==> config.mk <==
export PLATFORM = sky130hd
export DESIGN_NAME = gdio_port
export DESIGN_NICKNAME = d
export VERILOG_FILES = /design/src/rtl/gdio_pkg.sv /design/src/rtl/gdio_sync_if.sv /design/src/rtl/gdio_input_sync.sv /design/src/rtl/gdio_port.sv
export SDC_FILE = /design/constraint.sdc
export NUM_CORES = 1
export LEC_CHECK = 0
export BUFFER_PORTS_ARGS = -buffer_cell sky130_fd_sc_hd__buf_2
export CAP_MARGIN = 20
export CORE_ASPECT_RATIO = 1.25
export CORE_MARGIN = 8
export CORE_UTILIZATION = 53
export DETAILED_ROUTE_END_ITERATION = 7
export PLACE_DENSITY = 0.83
export SETUP_SLACK_MARGIN = 0.3
export SLEW_MARGIN = 25
export SYNTH_ARGS = -nofsm -noshare
export SYNTH_HDL_FRONTEND = slang
export SYNTH_SLANG_ARGS = --single-unit
==> constraint.sdc <==
create_clock -name clk_sys -period 4.8 [get_ports clk_sys]
set_clock_uncertainty 0.05 [all_clocks]
set_input_delay 0.48 -clock clk_sys [delete_from_list [all_inputs] [get_ports clk_sys]]
set_output_delay 0.48 -clock clk_sys [all_outputs]
set_load 0.03 [all_outputs]
==> src/rtl/gdio_pkg.sv <==
// shared constants and command codes for the general digital i/o port
package gdio_pkg;

    // port widths
    localparam int GEN_OUT_BITS = 8;
    localparam int WORD_BITS    = 16;
    localparam int EXT_BITS     = 32;
    localparam int IN_BITS      = 48;
    localparam int GEN_IN_BITS  = 16;
    localparam int AXES_MAX     = 8;
    localparam int AUX_BITS     = 16;
    localparam int ANA_CH       = 8;
    localparam int ANA_W        = 16;
    localparam int ADC_STD_BITS = 12;
    localparam int PC_W         = 16;
    localparam int IDX_W        = 7;
    localparam int DIR_BITS     = 4;
    localparam int SYNC_STAGES  = 2;

    // layout of the synchronised input vector
    localparam int SYNC_EXT_LSB = 16;
    localparam int SYNC_AUX_LSB = 48;
    localparam int SYNC_W       = 64;

    // variants with this many axes or more own outputs 9 to 16
    localparam int EXTRA_OUT_AXES = 5;

    // input and output index bounds
    localparam logic [6:0] IDX_MIN       = 7'h01;
    localparam logic [6:0] IDX_GEN_LAST  = 7'h08;
    localparam logic [6:0] IDX_WORD_LAST = 7'h10;
    localparam logic [6:0] IDX_EXT_FIRST = 7'h11;
    localparam logic [6:0] IDX_EXT_LAST  = 7'h30;
    localparam logic [6:0] IDX_AUX_FIRST = 7'h51;
    localparam logic [6:0] IDX_AUX_LAST  = 7'h60;

    // values after reset
    localparam logic [15:0] OUT_RST    = 16'h0000;
    localparam logic [31:0] EXT_RST    = 32'h0000_0000;
    localparam logic [3:0]  DIR_RST    = 4'h0;
    localparam logic [47:0] IRQ_EN_RST = 48'h0000_0000_0000;
    localparam logic [15:0] PC_RST     = 16'h0000;
    localparam logic [15:0] RD_RST     = 16'h0000;

    // software commands
    typedef enum logic [3:0] {
        OP_SET_BIT   = 4'h0,
        OP_CLR_BIT   = 4'h1,
        OP_COND_BIT  = 4'h2,
        OP_WORD_WR   = 4'h3,
        OP_DIR_CFG   = 4'h4,
        OP_READ_IN   = 4'h5,
        OP_WAIT_IN   = 4'h6,
        OP_IRQ_RANGE = 4'h7,
        OP_IRQ_MASK  = 4'h8,
        OP_IRQ_RET   = 4'h9,
        OP_STACK_CLR = 4'ha,
        OP_ANA_READ  = 4'hb
    } gdio_op_t;

endpackage

==> src/rtl/gdio_sync_if.sv <==
// raw and synchronised external input vectors between port and synchroniser
`timescale 1ns/1ps
`default_nettype none
interface gdio_sync_if;
    import gdio_pkg::*;
    logic [SYNC_W-1:0] raw;
    logic [SYNC_W-1:0] synced;
    modport src  (output raw, input synced);
    modport sync (input raw, output synced);
endinterface
`default_nettype wire

==> src/rtl/gdio_input_sync.sv <==
// two-stage synchroniser for every external digital input
`timescale 1ns/1ps
`default_nettype none
module gdio_input_sync
    import gdio_pkg::*;
(
    input  wire logic   clk_sys,
    input  wire logic   nrst,
    gdio_sync_if.sync   bus
);
    typedef struct packed {
        logic [SYNC_W-1:0] stage1;
        logic [SYNC_W-1:0] stage2;
    } gdio_sync_state_t;

    gdio_sync_state_t st;
    gdio_sync_state_t next_st;

    // first stage feeds only the second
    always_comb begin
        next_st        = st;
        next_st.stage1 = bus.raw;
        next_st.stage2 = st.stage1;
    end

    always_ff @(posedge clk_sys) begin
        if (!nrst) begin
            st <= '0;
        end else begin
            st <= next_st;
        end
    end

    assign bus.synced = st.stage2;
endmodule
`default_nettype wire

==> src/rtl/gdio_port.sv <==
// general digital i/o port: outputs, inputs, aux encoder, input irq, analog
`timescale 1ns/1ps
`default_nettype none
// How it works
// - eight dedicated outputs plus 32 points configurable as input or output
// - five to eight axis variants own eight more outputs, 9 to 16
// - set-bit drives one output high, clear-bit low, others untouched
// - conditional bit write drives high on non-zero value, low on zero
// - word write loads 16 bits at once, bit 0 is output 1; outputs 9 to 16 cleared below five axes
// - input read of index 1 to 48 returns that input's level
// - wait stalls until input high, or low for a negated index
// - each axis's aux encoder A and B readable as inputs 81 to 96
// - axis one A is input 81, B is 82, later axes follow in pairs
// - aux channels of stepper axes are not offered as inputs
// - irq enable takes a first-last range or mask, bit k is input k+1
// - any enabled input low diverts execution to the irq handler unless already in it
// - return resumes at saved point; stack clear discards saved point
// - eight analog inputs read by index 1 to 8, 12 or 16 bits
module gdio_port
    import gdio_pkg::*;
#(
    parameter int NUM_AXES = 8,
    parameter bit WIDE_ADC = 1'b0
) (
    input  wire logic                   clk_sys,
    input  wire logic                   nrst,
    input  wire logic                   cmdValid,
    input  wire logic [3:0]             cmdOp,
    input  wire logic [IDX_W-1:0]       cmdIndex,
    input  wire logic                   cmdNeg,
    input  wire logic [IDX_W-1:0]       cmdLast,
    input  wire logic [IN_BITS-1:0]     cmdValue,
    input  wire logic [PC_W-1:0]        pcNow,
    output logic                        cmdReady,
    output logic                        rdValid,
    output logic [WORD_BITS-1:0]        rdData,
    output logic                        waitDone,
    output logic                        irqTake,
    output logic                        irqActive,
    output logic                        resumeValid,
    output logic [PC_W-1:0]             resumePc,
    output logic [GEN_OUT_BITS-1:0]     outPort,
    output logic [GEN_OUT_BITS-1:0]     outExtra,
    input  wire logic [EXT_BITS-1:0]    extPinIn,
    output logic [EXT_BITS-1:0]         extPinOut,
    output logic [EXT_BITS-1:0]         extPinOe,
    input  wire logic [GEN_IN_BITS-1:0] genIn,
    input  wire logic [AXES_MAX-1:0]    auxA,
    input  wire logic [AXES_MAX-1:0]    auxB,
    input  wire logic [AXES_MAX-1:0]    axisStepper,
    input  wire logic [ANA_CH*ANA_W-1:0] analogIn
);
    typedef struct packed {
        logic [WORD_BITS-1:0] outWord;
        logic [EXT_BITS-1:0]  extOut;
        logic [DIR_BITS-1:0]  dirCfg;
        logic [IN_BITS-1:0]   irqEn;
        logic                 inHandler;
        logic                 stackValid;
        logic [PC_W-1:0]      savedPc;
        logic                 waiting;
        logic [IDX_W-1:0]     waitIdx;
        logic                 waitHigh;
        logic                 waitDone;
        logic                 rdValid;
        logic [WORD_BITS-1:0] rdData;
        logic                 irqTake;
        logic                 resumeValid;
        logic [PC_W-1:0]      resumePc;
    } gdio_state_t;

    localparam gdio_state_t ST_RST = '{
        outWord: OUT_RST, extOut: EXT_RST, dirCfg: DIR_RST,
        irqEn: IRQ_EN_RST, inHandler: 1'b0, stackValid: 1'b0,
        savedPc: PC_RST, waiting: 1'b0, waitIdx: '0, waitHigh: 1'b0,
        waitDone: 1'b0, rdValid: 1'b0, rdData: RD_RST,
        irqTake: 1'b0, resumeValid: 1'b0, resumePc: PC_RST};

    localparam bit HAS_EXTRA = (NUM_AXES >= EXTRA_OUT_AXES);

    gdio_state_t       st;
    gdio_state_t       next_st;
    gdio_sync_if       syncBus();
    logic [AUX_BITS-1:0] auxPairs;
    logic [IN_BITS-1:0]  inLvl;
    logic                lowAny;
    logic                waitLvl;
    logic                accept;
    gdio_op_t            op;

    // level of input n after sync, output state for output blocks
    function automatic logic inLevel(input logic [IDX_W-1:0] idx,
                                     input logic [SYNC_W-1:0] sv,
                                     input logic [EXT_BITS-1:0] ext,
                                     input logic [DIR_BITS-1:0] dir,
                                     input logic [AXES_MAX-1:0] step);
        logic [IDX_W-1:0] off;
        logic             r;
        off = '0;
        r   = 1'b0;
        if (idx >= IDX_MIN && idx <= IDX_WORD_LAST) begin
            off = idx - IDX_MIN;
            r   = sv[off[3:0]];
        end else if (idx >= IDX_EXT_FIRST && idx <= IDX_EXT_LAST) begin
            off = idx - IDX_EXT_FIRST;
            r   = dir[off[4:3]] ? ext[off[4:0]]
                                : sv[SYNC_EXT_LSB + int'(off[4:0])];
        end else if (idx >= IDX_AUX_FIRST && idx <= IDX_AUX_LAST) begin
            off = idx - IDX_AUX_FIRST;
            // axis off/2, channel a on even offsets
            if (int'(off[3:1]) < NUM_AXES && !step[off[3:1]]) begin
                r = sv[SYNC_AUX_LSB + int'(off[3:0])];
            end
        end
        return r;
    endfunction

    // drive one output point; extended points only when set as output
    function automatic logic [WORD_BITS+EXT_BITS-1:0] putBit(
            input logic [IDX_W-1:0]     idx,
            input logic                 val,
            input logic [WORD_BITS-1:0] w,
            input logic [EXT_BITS-1:0]  e,
            input logic [DIR_BITS-1:0]  dir);
        logic [IDX_W-1:0] off;
        off = '0;
        if (idx >= IDX_MIN && idx <= IDX_GEN_LAST) begin
            off = idx - IDX_MIN;
            w[off[3:0]] = val;
        end else if (HAS_EXTRA && idx > IDX_GEN_LAST
                     && idx <= IDX_WORD_LAST) begin
            off = idx - IDX_MIN;
            w[off[3:0]] = val;
        end else if (idx >= IDX_EXT_FIRST && idx <= IDX_EXT_LAST) begin
            off = idx - IDX_EXT_FIRST;
            if (dir[off[4:3]]) begin
                e[off[4:0]] = val;
            end
        end
        return {e, w};
    endfunction

    // interleave aux channels: a then b per axis
    always_comb begin
        auxPairs = '0;
        for (int a = 0; a < AXES_MAX; a++) begin
            auxPairs[2*a]     = auxA[a];
            auxPairs[2*a + 1] = auxB[a];
        end
    end

    assign syncBus.raw = {auxPairs, extPinIn, genIn};

    gdio_input_sync u_sync (
        .clk_sys (clk_sys),
        .nrst    (nrst),
        .bus     (syncBus)
    );

    // levels of inputs 1 to 48 for the irq detector
    always_comb begin
        inLvl = '0;
        for (int k = 0; k < IN_BITS; k++) begin
            inLvl[k] = inLevel(IDX_W'(k + 1), syncBus.synced, st.extOut,
                               st.dirCfg, axisStepper);
        end
    end

    assign lowAny  = |(st.irqEn & ~inLvl);
    assign waitLvl = inLevel(st.waitIdx, syncBus.synced, st.extOut,
                             st.dirCfg, axisStepper);
    assign op       = gdio_op_t'(cmdOp);
    assign cmdReady = !st.waiting;
    assign accept   = cmdValid && cmdReady;

    // command execution, wait tracking and irq entry
    always_comb begin
        logic [WORD_BITS+EXT_BITS-1:0] pw;
        logic [ANA_W-1:0]              ana;
        logic [2:0]                    ch;
        pw  = '0;
        ana = '0;
        ch  = '0;
        next_st             = st;
        next_st.waitDone    = 1'b0;
        next_st.rdValid     = 1'b0;
        next_st.irqTake     = 1'b0;
        next_st.resumeValid = 1'b0;
        if (st.waiting && waitLvl == st.waitHigh) begin
            next_st.waiting  = 1'b0;
            next_st.waitDone = 1'b1;
        end
        if (accept) begin
            case (op)
                OP_SET_BIT, OP_CLR_BIT, OP_COND_BIT: begin
                    pw = putBit(cmdIndex,
                                (op == OP_SET_BIT) ||
                                (op == OP_COND_BIT && |cmdValue),
                                st.outWord, st.extOut, st.dirCfg);
                    next_st.outWord = pw[WORD_BITS-1:0];
                    next_st.extOut  = pw[WORD_BITS+EXT_BITS-1:WORD_BITS];
                end
                OP_WORD_WR: begin
                    next_st.outWord = cmdValue[WORD_BITS-1:0];
                    if (!HAS_EXTRA) begin
                        next_st.outWord[WORD_BITS-1:GEN_OUT_BITS] = '0;
                    end
                end
                OP_DIR_CFG: next_st.dirCfg = cmdValue[DIR_BITS-1:0];
                OP_READ_IN: begin
                    next_st.rdValid = 1'b1;
                    next_st.rdData  = {15'h0000,
                        inLevel(cmdIndex, syncBus.synced, st.extOut,
                                st.dirCfg, axisStepper)};
                end
                OP_WAIT_IN: begin
                    next_st.waiting  = 1'b1;
                    next_st.waitIdx  = cmdIndex;
                    next_st.waitHigh = !cmdNeg;
                end
                OP_IRQ_RANGE: begin
                    for (int k = 0; k < IN_BITS; k++) begin
                        next_st.irqEn[k] = (IDX_W'(k + 1) >= cmdIndex) &&
                                           (IDX_W'(k + 1) <= cmdLast);
                    end
                end
                OP_IRQ_MASK: next_st.irqEn = cmdValue;
                OP_IRQ_RET: begin
                    if (st.inHandler) begin
                        next_st.inHandler   = 1'b0;
                        next_st.resumeValid = st.stackValid;
                        next_st.resumePc    = st.savedPc;
                        next_st.stackValid  = 1'b0;
                    end
                end
                OP_STACK_CLR: next_st.stackValid = 1'b0;
                OP_ANA_READ: begin
                    next_st.rdValid = 1'b1;
                    if (cmdIndex >= IDX_MIN && cmdIndex <= IDX_GEN_LAST) begin
                        ch  = 3'(cmdIndex - IDX_MIN);
                        ana = analogIn[int'(ch)*ANA_W +: ANA_W];
                    end
                    // standard converter keeps the top 12 bits
                    next_st.rdData = WIDE_ADC ? ana
                        : {4'h0, ana[ANA_W-1 -: ADC_STD_BITS]};
                end
                default: next_st = next_st;
            endcase
        end
        // irq entry saves the return point and abandons any wait
        if (!st.inHandler && lowAny) begin
            next_st.irqTake    = 1'b1;
            next_st.inHandler  = 1'b1;
            next_st.stackValid = 1'b1;
            next_st.savedPc    = pcNow;
            next_st.waiting    = 1'b0;
        end
    end

    always_ff @(posedge clk_sys) begin
        if (!nrst) begin
            st <= ST_RST;
        end else begin
            st <= next_st;
        end
    end

    // pins and answers from flip-flops
    assign outPort     = st.outWord[GEN_OUT_BITS-1:0];
    assign outExtra    = st.outWord[WORD_BITS-1:GEN_OUT_BITS];
    assign extPinOut   = st.extOut;
    assign extPinOe    = {{8{st.dirCfg[3]}}, {8{st.dirCfg[2]}},
                          {8{st.dirCfg[1]}}, {8{st.dirCfg[0]}}};
    assign rdValid     = st.rdValid;
    assign rdData      = st.rdData;
    assign waitDone    = st.waitDone;
    assign irqTake     = st.irqTake;
    assign irqActive   = st.inHandler;
    assign resumeValid = st.resumeValid;
    assign resumePc    = st.resumePc;
endmodule
`default_nettype wire

## Word-level counts from Yosys, hierarchy flattened

Cells that the tools add are included.

| operators by class | value |
|---|---|
| divide/modulo/power cells | 0 |
| shifts and indexed selects | 1 |
| multiply operators | 0 |
| add/sub/neg operators | 10 |
| reduce and logical (&&, ||, !) cells | 88 |
| bitwise operators | 5 |
| equality and inequality tests | 14 |
| $lt $le $gt $ge | 125 |
| multiplexer cells | 93 |

Operator list:

| cell | count |
|---|---|
| 128-bit by 8-bit variable part select with 16-bit output | 1 |
| 6-bit by 7-bit greater-or-equal comparator with 1-bit output (first input constant) | 17 |
| 6-bit by 7-bit <= comparator with 1-bit output (first input constant) | 17 |
| 5-bit by 7-bit greater-or-equal comparator with 1-bit output (first input constant) | 16 |
| 5-bit by 7-bit <= comparator with 1-bit output (first input constant) | 16 |
| 48-bit one-hot mux with 2 select lines | 1 |
| 48-bit OR reduction | 2 |
| 1-bit 2-to-1 mux | 65 |
| 63-bit 2-to-1 mux | 1 |
| 1-bit logical AND | 62 |
| 4-bit by 7-bit greater-or-equal comparator with 1-bit output (first input constant) | 8 |
| 4-bit by 7-bit <= comparator with 1-bit output (first input constant) | 8 |
| 48-bit bitwise AND | 1 |
| 16-bit 2-to-1 mux | 3 |
| 48-bit NOT | 1 |
| 17-bit 2-to-1 mux | 2 |
| 17-bit one-hot mux with 2 select lines | 1 |
| 32-bit bitwise mux | 1 |
| 16-bit one-hot mux with 2 select lines | 1 |
| 3-bit by 7-bit greater-or-equal comparator with 1-bit output (first input constant) | 4 |
| 3-bit by 7-bit <= comparator with 1-bit output (first input constant) | 4 |
| 1-bit binary-select mux with 6-bit select | 4 |
| 19-bit 2-to-1 mux | 1 |
| 16-bit bitwise mux | 1 |
| 51 further kinds | 98 |

| storage, ports and cells | value |
|---|---|
| output and inout bits | 118 |
| input port bits | 286 |
| memory bits (read-only) | 0 |
| word-level logic and storage cells | 354 |
| RAM bits | 0 |
| register bits after elaboration | 291 |
| memories | 0 |
| bits in latches | 0 |

## Depth between registers and ports, before layout

Gate-level depths: netlist (run 1).

| logic depth | value |
|---|---|
| depth after elaboration | 15 |
| gate-level depth with buffers | 16 |
| depth with buffers taken out | 10 |

## Hierarchy

A second synthesis (run 1) with hierarchy kept.

| unflattened totals | value |
|---|---|
| cell total of the unflattened synthesis | 1,677 |
| area total of the unflattened synthesis | 15,487.4 µm² |

By module, submodules not included:

| module | cells an instance | times used | seq. area each (µm²) | area each (µm²) |
|---|---|---|---|---|
| gdio_port | 1,407 | 1 | 3,183.1 | 11,936.4 |
| gdio_input_sync | 270 | 1 | 2,562.5 | 3,550.9 |

## Least setup slack after synthesis (run 1)

Ideal clock, no wire load.

| timing | value |
|---|---|
| kind | reg-to-reg |
| from | register st[37] (netlist name) |
| to | register st[44] (netlist name) |
| cell stages (with the launch flop) | 15 |
| setup time | 0.086 ns |
| data required time | 4.664 ns |
| buffers on the path | 6 |
| period minus slack after synthesis | 3.504 ns |
| arrival time | 3.369 ns |
| path slack | 1.296 ns |
| cells stage by stage | dfxtp_1 > buf_2 > buf_4 > buf_4 > buf_4 > inv_1 > ha_1 > buf_2 > clkbuf_1 > mux4_2 > mux4_2 > nor3_1 > nor2_1 > a211o_1 > a211oi_1 |

| between the ends | value |
|---|---|
| longest elaborated chain between the ends | 14 |
| elaborated cells on any way between the ends | 38 |
| those cells by class | 5 x add/sub; 6 x order compare; 1 x eq/ne; 22 x mux; 4 x reduce/logical |

RTL lines:

| element | line | source |
|---|---|---|
| start: declaration | gdio_port.sv:81 | `gdio_state_t st;` |
| start signal: assignment | gdio_port.sv:264 | `st <= next_st;` |
| 4-bit by 1-bit subtractor with 4-bit output | gdio_port.sv:102, gdio_port.sv:109 |  |
| 6-bit by 4-bit adder with 7-bit output | gdio_port.sv:112 | `r = sv[SYNC_AUX_LSB + int'(off[3:0])];` |
| 1-bit binary-select mux with 6-bit select | gdio_port.sv:112 |  |
| 1-bit 2-to-1 mux (implied by the code) (2 in a row) | gdio_port.sv:112 |  |
| 1-bit 2-to-1 mux | gdio_port.sv:111 | `if (int'(off[3:1]) < NUM_AXES && !step[off[3:1]]) begin` |
| 1-bit 2-to-1 mux | gdio_port.sv:108 | `end else if (idx >= IDX_AUX_FIRST && idx <= IDX_AUX_LAST) begin` |
| 1-bit 2-to-1 mux | gdio_port.sv:104 | `end else if (idx >= IDX_EXT_FIRST && idx <= IDX_EXT_LAST) begin` |
| 1-bit 2-to-1 mux * | gdio_port.sv:101 | `if (idx >= IDX_MIN && idx <= IDX_WORD_LAST) begin` |
| 1-bit equality test * | gdio_port.sv:189 | `if (st.waiting && waitLvl == st.waitHigh) begin` |
| 1-bit logical AND * | gdio_port.sv:189 |  |
| 1-bit 2-to-1 mux * | gdio_port.sv:189 |  |
| 9-bit 2-to-1 mux | gdio_port.sv:194 | `case (op)` |
| 63-bit 2-to-1 mux * | gdio_port.sv:193 | `if (accept) begin` |

Mark *: on every way between the ends. The rest lies on a longest branch, timed or not. The select of a mux whose other input is x is not followed.
A chain may end at the register's enable or synchronous reset.

## Worst setup path after layout (run 1)

| timing | value |
|---|---|
| from | register st[38] (netlist name) |
| to | register st[44] (netlist name) |

Same word-level chain as after synthesis.

==> results of run 1 <==
## routing by layer
metal | up-vias | share of wire (%) | routed length, µm | global-route usage, %
met4 | 0 | 6.7 | 3590 | 18.9
li1 | 6236 | - | - | -
met1 | 6344 | 38 | 20200 | 34.2
met5 | - | 0 | 0 | 0
met3 | 182 | 8.2 | 4390 | 6.01
met2 | 774 | 47 | 25200 | 50.7
## kinds of logic (layout without fill, tap and decap cells)
group	count (synthesis)	after routing
and+or+nand+nor	563	563
AOI/OAI and AO/OA	395	395
DFF	287	287
buffers and inverters	262	459
muxes	153	153
xor gates and xnor gates	9	9
adders and majority gates	8	8
other	1	4
## power by group
group / internal (mW) / leakage (nW) / switching (mW)
logic: 0.313 / 4.07 / 0.464
clock network: 1.30 / 0.452 / 0.952
registers: 2.47 / 2.35 / 0.0497
## cell type report
cell class	instances	area (µm²)	area share (%)
flip-flops and latches	287	5750	33.6
well taps	355	444	2.60
multi-input cells	1132	7890	46.1
repair buffers	388	2000	11.7
clock buffers	32	724	4.24
inverters	23	87.6	0.512
clock inverters	16	205	1.20
## sequential cells by signal, summed over array words and instances (netlist names), 4 cells and up
register           flops
extPinOe               4
extPinOut             32
outExtra               8
outPort                8
rdData                12
resumePc              16
st                    74
u_sync.bus.synced     64
u_sync.next_st        64
## per-stage QoR
stage               area, µm²  utilization, %  power [mW]  hold slack (ns)  std cells
finish                  17100            60.8        5.55           0.0775       2233
global route            17100            60.8        5.74           0.0668       2233
CTS                     17100            60.7        5.56           0.0606       2233
detailed placement      16200            57.4        3.32            0.367       2185
global placement        16100            57.4        3.31            0.366       2185
floorplan               15100               -        3.03            0.362       1681
## worst register-to-register path, cell delays in order (launching register included)
cell and delay, ns:
dfxtp_1 0.37, inv_1 0.08, ha_1 0.80, buf_4 0.36, mux4_2 0.32, mux2i_1 0.17
o21ai_0 0.10, a311oi_1 0.28, a21oi_1 0.17, a211o_1 0.32, a211oi_1 0.18
## worst max-delay path by stage
stage / startpoint / depth (start not counted) / end / slack [ns]
after floorplan: st[37] / 14 / st[44] / 1.30
after global placement: cmdIndex[0] / 9 / extPinOut[16] / 1.14
after detailed placement: cmdIndex[0] / 9 / extPinOut[4] / 1.0
after CTS: cmdIndex[0] / 9 / extPinOut[4] / 1.55
after global routing: st[38] / 10 / st[44] / 1.27
final: st[38] / 10 / st[44] / 1.51
## layout by cell type (no fill, tap or decap), types with 6 or more instances in the layout
cell type / n
ha_1: 7
nor3_1: 28
buf_4: 22
mux4_2: 66
nand2b_1: 15
mux2i_1: 85
nand3_1: 11
and2_1: 135
a21oi_1: 134
a32oi_1: 13
buf_2: 365
inv_1: 22
o22ai_1: 22
or3_1: 35
nor2b_1: 6
clkinv_2: 6
nor2_1: 113
a211oi_1: 27
nor4_1: 18
a31oi_1: 12
clkbuf_16: 27
o21ai_0: 98
dfxtp_1: 286
a221oi_1: 12
a22oi_1: 32
nand2_1: 155
==> flow_summary.ini, run 1 <==
[run_status]
status = finished clean

[floorplanning]
rows = 69
initial_utilization_pct = 53.4
die_x_um = 167
ios = 404
fp.dieH_um = 204
fp.dieArea_um2 = 34100
core-area_um2 = 28100

[timing]
tightest_slew_ns = 1.08
fin_ws_ns = 1.51
period_minus_slack_ns = 3.29
relSlewSlack_pct = 27.6
rsz0062_at_grt = no
drv_slew = 0
period_share_pct = 68.5
fmax_mhz = 304
setup_viol = 0
fin_tns_setup_ns = 0
hold_viol = 0

[logic_synthesis]
synth-simple-area-share_pct = 19.0
synth_most_common_cell = dfxtp_1
syn_area_um2 = 15000
syn_area_per_cell_um2 = 8.96
synth_top_flop_cell = dfxtp_1
ys_async_sr_fraction_pct = 0
yosys-top-cells-count = 287 x dfxtp_1, 155 x nand2_1, 135 x and2_1
synth_xor_area_share_pct = 0.624
synth_mux_area_share_pct = 15.7
synth_seq_area_share_pct = 38.2
postSynthCellCount = 1678
synthAdderAreaFrac_pct = 0.666
ys_ff_latch = 287
synth-edff-count = 0
synth.top_cell.area_share_pct = 38.2
synth.distinct_cells = 67
yosys.area.top_type = dfxtp_1
synthTopCellsByArea = dfxtp_1 38%, mux4_2 9.9%, buf_4 6.0%
ys_warn_count = 0
synth_compound_area_share_pct = 16.0
synth_top_family_by_area = simple AND/OR/NAND/NOR gates

[power_and_ir_drop]
power_density_nw_per_um2 = 324
peakVddDrop_mv = 0.309
p_leak_nw = 6.87

[clock_tree]
post-cts-setup-buffer-count = 0
clk_latency_ns = 0.55
cts.clk_slew.worst_paths_ns = 0.07
clock_path_buffers = 3
cts_buffers = 27
holdBufCountCts = 0
cts-resized-gates = 0
cts_tree = yes
clock-sinks = 287
clock-root-buffer = clkbuf_16
htreeDepth = 1

[worst_setup_path]
reg2reg_from = st[38]
critical_path_class = reg -> reg
max_stage_delay_ns = 0.80
crit_fanout = 16
rr_worst_depth = 10
critPathTopFamily = compound AO/OA/AOI/OAI gates
crit_chain = inv_1, ha_1, buf_4, mux4_2, mux2i_1, o21ai_0, a311oi_1, a21oi_1, a211o_1, a211oi_1
critPathLaunchType = flip-flop
cp-end-kind = flip-flop
r2r-end = st[44]
r2r_slack_ns = 1.51
crit_required_ns = 5.22
slowest_stage = ha_1
arrival_ns = 3.70
cp_num_buf_inv = 2

[drt]
drc = 0
route.vias.total = 13500
firstDrtPassIters = 6
wl_per_cell_um = 23.9
drt_wl_total_um = 53400
drtIter0Drc = 1213
ant_nets = 0
vias_per_cell = 6.06

[layout]
drive_gt1_share_pct = 28.2
diodes = 0
fillers = 2495
layout-area-overhead-vs-synth_pct = 13.7
nNetsFinal = 2153

[global_routing]
antenna_found_initial = 0
grt_pass1_vias = 13500
overflow = 0
grt_pass1_wl_um = 79400
grt_usage_pct = 29.9
grt_max_degree = 147

[worst_hold_path]
hp-class = in -> reg
whs_endpoint = u_sync.next_st[52]
hold_start = auxA[2]
hold_depth = 2

[placement]
place_ws_ns = 0.996
gp_congestion = 1.05
io_buffers = 367
hpwl_um = 40800

[job]
max_cap_violations = 0
Power figures use the tool's default switching activity.
==> inputs of run 2 (changes only) <==
--- a/config.mk
+++ b/config.mk
@@ -9,9 +9,9 @@
 export CAP_MARGIN = 20
 export CORE_ASPECT_RATIO = 1.25
 export CORE_MARGIN = 8
-export CORE_UTILIZATION = 53
+export CORE_UTILIZATION = 48
 export DETAILED_ROUTE_END_ITERATION = 7
-export PLACE_DENSITY = 0.83
+export PLACE_DENSITY = 0.8
 export SETUP_SLACK_MARGIN = 0.3
 export SLEW_MARGIN = 25
 export SYNTH_ARGS = -nofsm -noshare
==> constraint.sdc (replaced) <==
create_clock -name clk_sys -period 2.75 [get_ports clk_sys]
set_clock_uncertainty 0.05 [all_clocks]
set_input_delay 0.275 -clock clk_sys [delete_from_list [all_inputs] [get_ports clk_sys]]
set_output_delay 0.275 -clock clk_sys [all_outputs]
set_load 0.03 [all_outputs]
==> run 2 against run 1 <==
Non-clock buffer count up 197. Via count increased by 8.9%. First-iteration DRC count grew 41%. Cell count grew 11%. Hold slack lost 0.049 ns. Core utilization grew 1.9 points. Maximum frequency grew 24%. Critical endpoint unchanged. Largest power group unchanged.
==> flow_summary.ini, run 2 (synthesis gave the netlist of run 1 again) <==
[layout]
regMostFlops = st
layout-area-overhead-vs-synth_pct = 28.7
final_cell_mix = 366 x buf_2, 280 x dfxtp_1, 155 x nand2_1
design_area_um2 = 19400
largest_reg_flops = 74
fillers = 2515
final_common_cell = buf_2
nNetsFinal = 2351
drive_gt1_share_pct = 32.1

[power_and_ir_drop]
p_leak_nw = 7.97
power.share.combinational_pct = 16.2
power.internal_mw = 7.60
p_clk_share_pct = 41.6
power.switching_mw = 2.81
power_density_nw_per_um2 = 538
peakVddDrop_mv = 0.501
swShare_pct = 27.0
pwr-share-seq_pct = 42.2

[drt]
wl_per_cell_um = 24.4
drc = 0
ant_nets = 0
vias_per_cell = 5.93
drt_wl_total_um = 60500
route.vias.total = 14700
drtIter0Drc = 1708
firstDrtPassIters = 6

[global_routing]
grt_usage_pct = 30.7
antenna_found_initial = 1
overflow = 0
grt_pass1_vias = 14700
grt_pass1_wl_um = 90500
grt_max_degree = 172

[timing]
period_minus_slack_ns = 2.65
timing.hold.ws_ns = 0.0289
fin_ws_ns = 0.103
rsz0062_at_grt = yes
hold_viol = 0
tightest_slew_ns = 0.729
fin_tns_setup_ns = 0
relSlewSlack_pct = 51.3
setup_viol = 0
drv_slew = 0
period_share_pct = 96.2
fmax_mhz = 378

[worst_setup_path]
arrival_ns = 3.11
crit_fanout = 8
critPathLaunchType = flip-flop
cp-end-kind = flip-flop
rr_worst_depth = 8
crit_required_ns = 3.21
critical_path_class = reg -> reg

[floorplanning]
rows = 72
fp.dieH_um = 214
die_x_um = 174
initial_utilization_pct = 48.7
fp.dieArea_um2 = 37300
ios = 404
core-area_um2 = 30900

[clock_tree]
clk_latency_ns = 0.59
htreeDepth = 1
cts.clk_slew.worst_paths_ns = 0.07
cts_tree = yes
cts_buffers = 28
clock_path_buffers = 3
clock-sinks = 287
clock-root-buffer = clkbuf_16

[placement]
place_ws_ns = 0.0858
place_area_um2 = 17200
gp_congestion = 1.03
hpwl_um = 43500
io_buffers = 367

[worst_hold_path]
hp-class = in -> reg
hold_depth = 3

[run_status]
status = finished clean

[job]
max_cap_violations = 0
==> run 2: changes by cell type in the layout (fill, tap and decap cells not counted), sizes merged <==
cell         previous run  this run
diode                   0         1
inv                    25        27
clkinv                  7         5
buf                   388       493
clkbuf                 32        33
bufinv                  4         6
dlygate4sd3             0        90
==> run 2: final timing paths <==
kind                            from                    end  slack [ns]
hold reg to reg   u_sync.next_st[39]  u_sync.bus.synced[39]        0.38
setup / recovery              st[37]                 st[44]        0.10
hold / removal          cmdValue[29]                 st[92]        0.03
setup reg to reg              st[37]                 st[44]        0.10
==> run 2: critical path, cell delays in order, from the launching register on <==
cell and delay (ns):
dfxtp_4 0.38, inv_4 0.04, ha_4 0.33, mux4_2 0.52, mux4_2 0.56, nor3_2 0.15, nor2_2 0.09, a211o_1 0.26
a211oi_1 0.18
==> run 2: through the flow <==
stage	total power [mW]	utilization, %	std cells
detailed placement	5.95	55.5	2330
global placement	5.94	55.5	2330
CTS	10.3	61.9	2471
global route	10.7	62.7	2484
floorplan	5.31	-	1681
finish	10.4	62.7	2484
==> run 2: power groups by stage <==
| stage | clock network, mW | registers (mW) | logic (mW) |
|---|---|---|---|
| CTS | 4.35 | 4.38 | 1.59 |
| global placement | 0 | 4.47 | 1.47 |
| global route | 4.53 | 4.40 | 1.78 |
| finish | 4.34 | 4.39 | 1.69 |
| floorplan | 0 | 4.46 | 0.853 |
| detailed placement | 0 | 4.48 | 1.47 |
==> run 2: cell type report <==
type / count / area [µm²] / share of cell area, %
antenna: 1 / 2.50 / 0.0129
clock buffer: 31 / 732 / 3.78
tap: 407 / 509 / 2.63
inverter: 23 / 97.6 / 0.504
sequential: 287 / 5770 / 29.8
multi-input combinational: 1132 / 8030 / 41.5
clock inverter: 18 / 302 / 1.56
timing repair buffer: 585 / 3930 / 20.3
==> run 2: metal layers <==
layer  wire (µm)  up-vias  global-route usage [%]
met5           0        -                       0
met4        2970        0                    14.6
met3        5600      168                    6.43
met2       28500      906                    50.6
met1       23400     7007                    37.8
li1            -     6655                       -
==> run 2: what timing repair did <==
| item | in CTS | in global routing |
|---|---|---|
| hold endpoints to repair | 90 | 0 |
| gates cloned | 0 | 3 |
| hold buffers | 90 | 0 |
| pin swaps | 2 | 8 |
| endpoints found under the setup margin | 20 | 68 |
| gates resized for setup | 8 | 25 |
| buffers inserted | 2 | 9 |
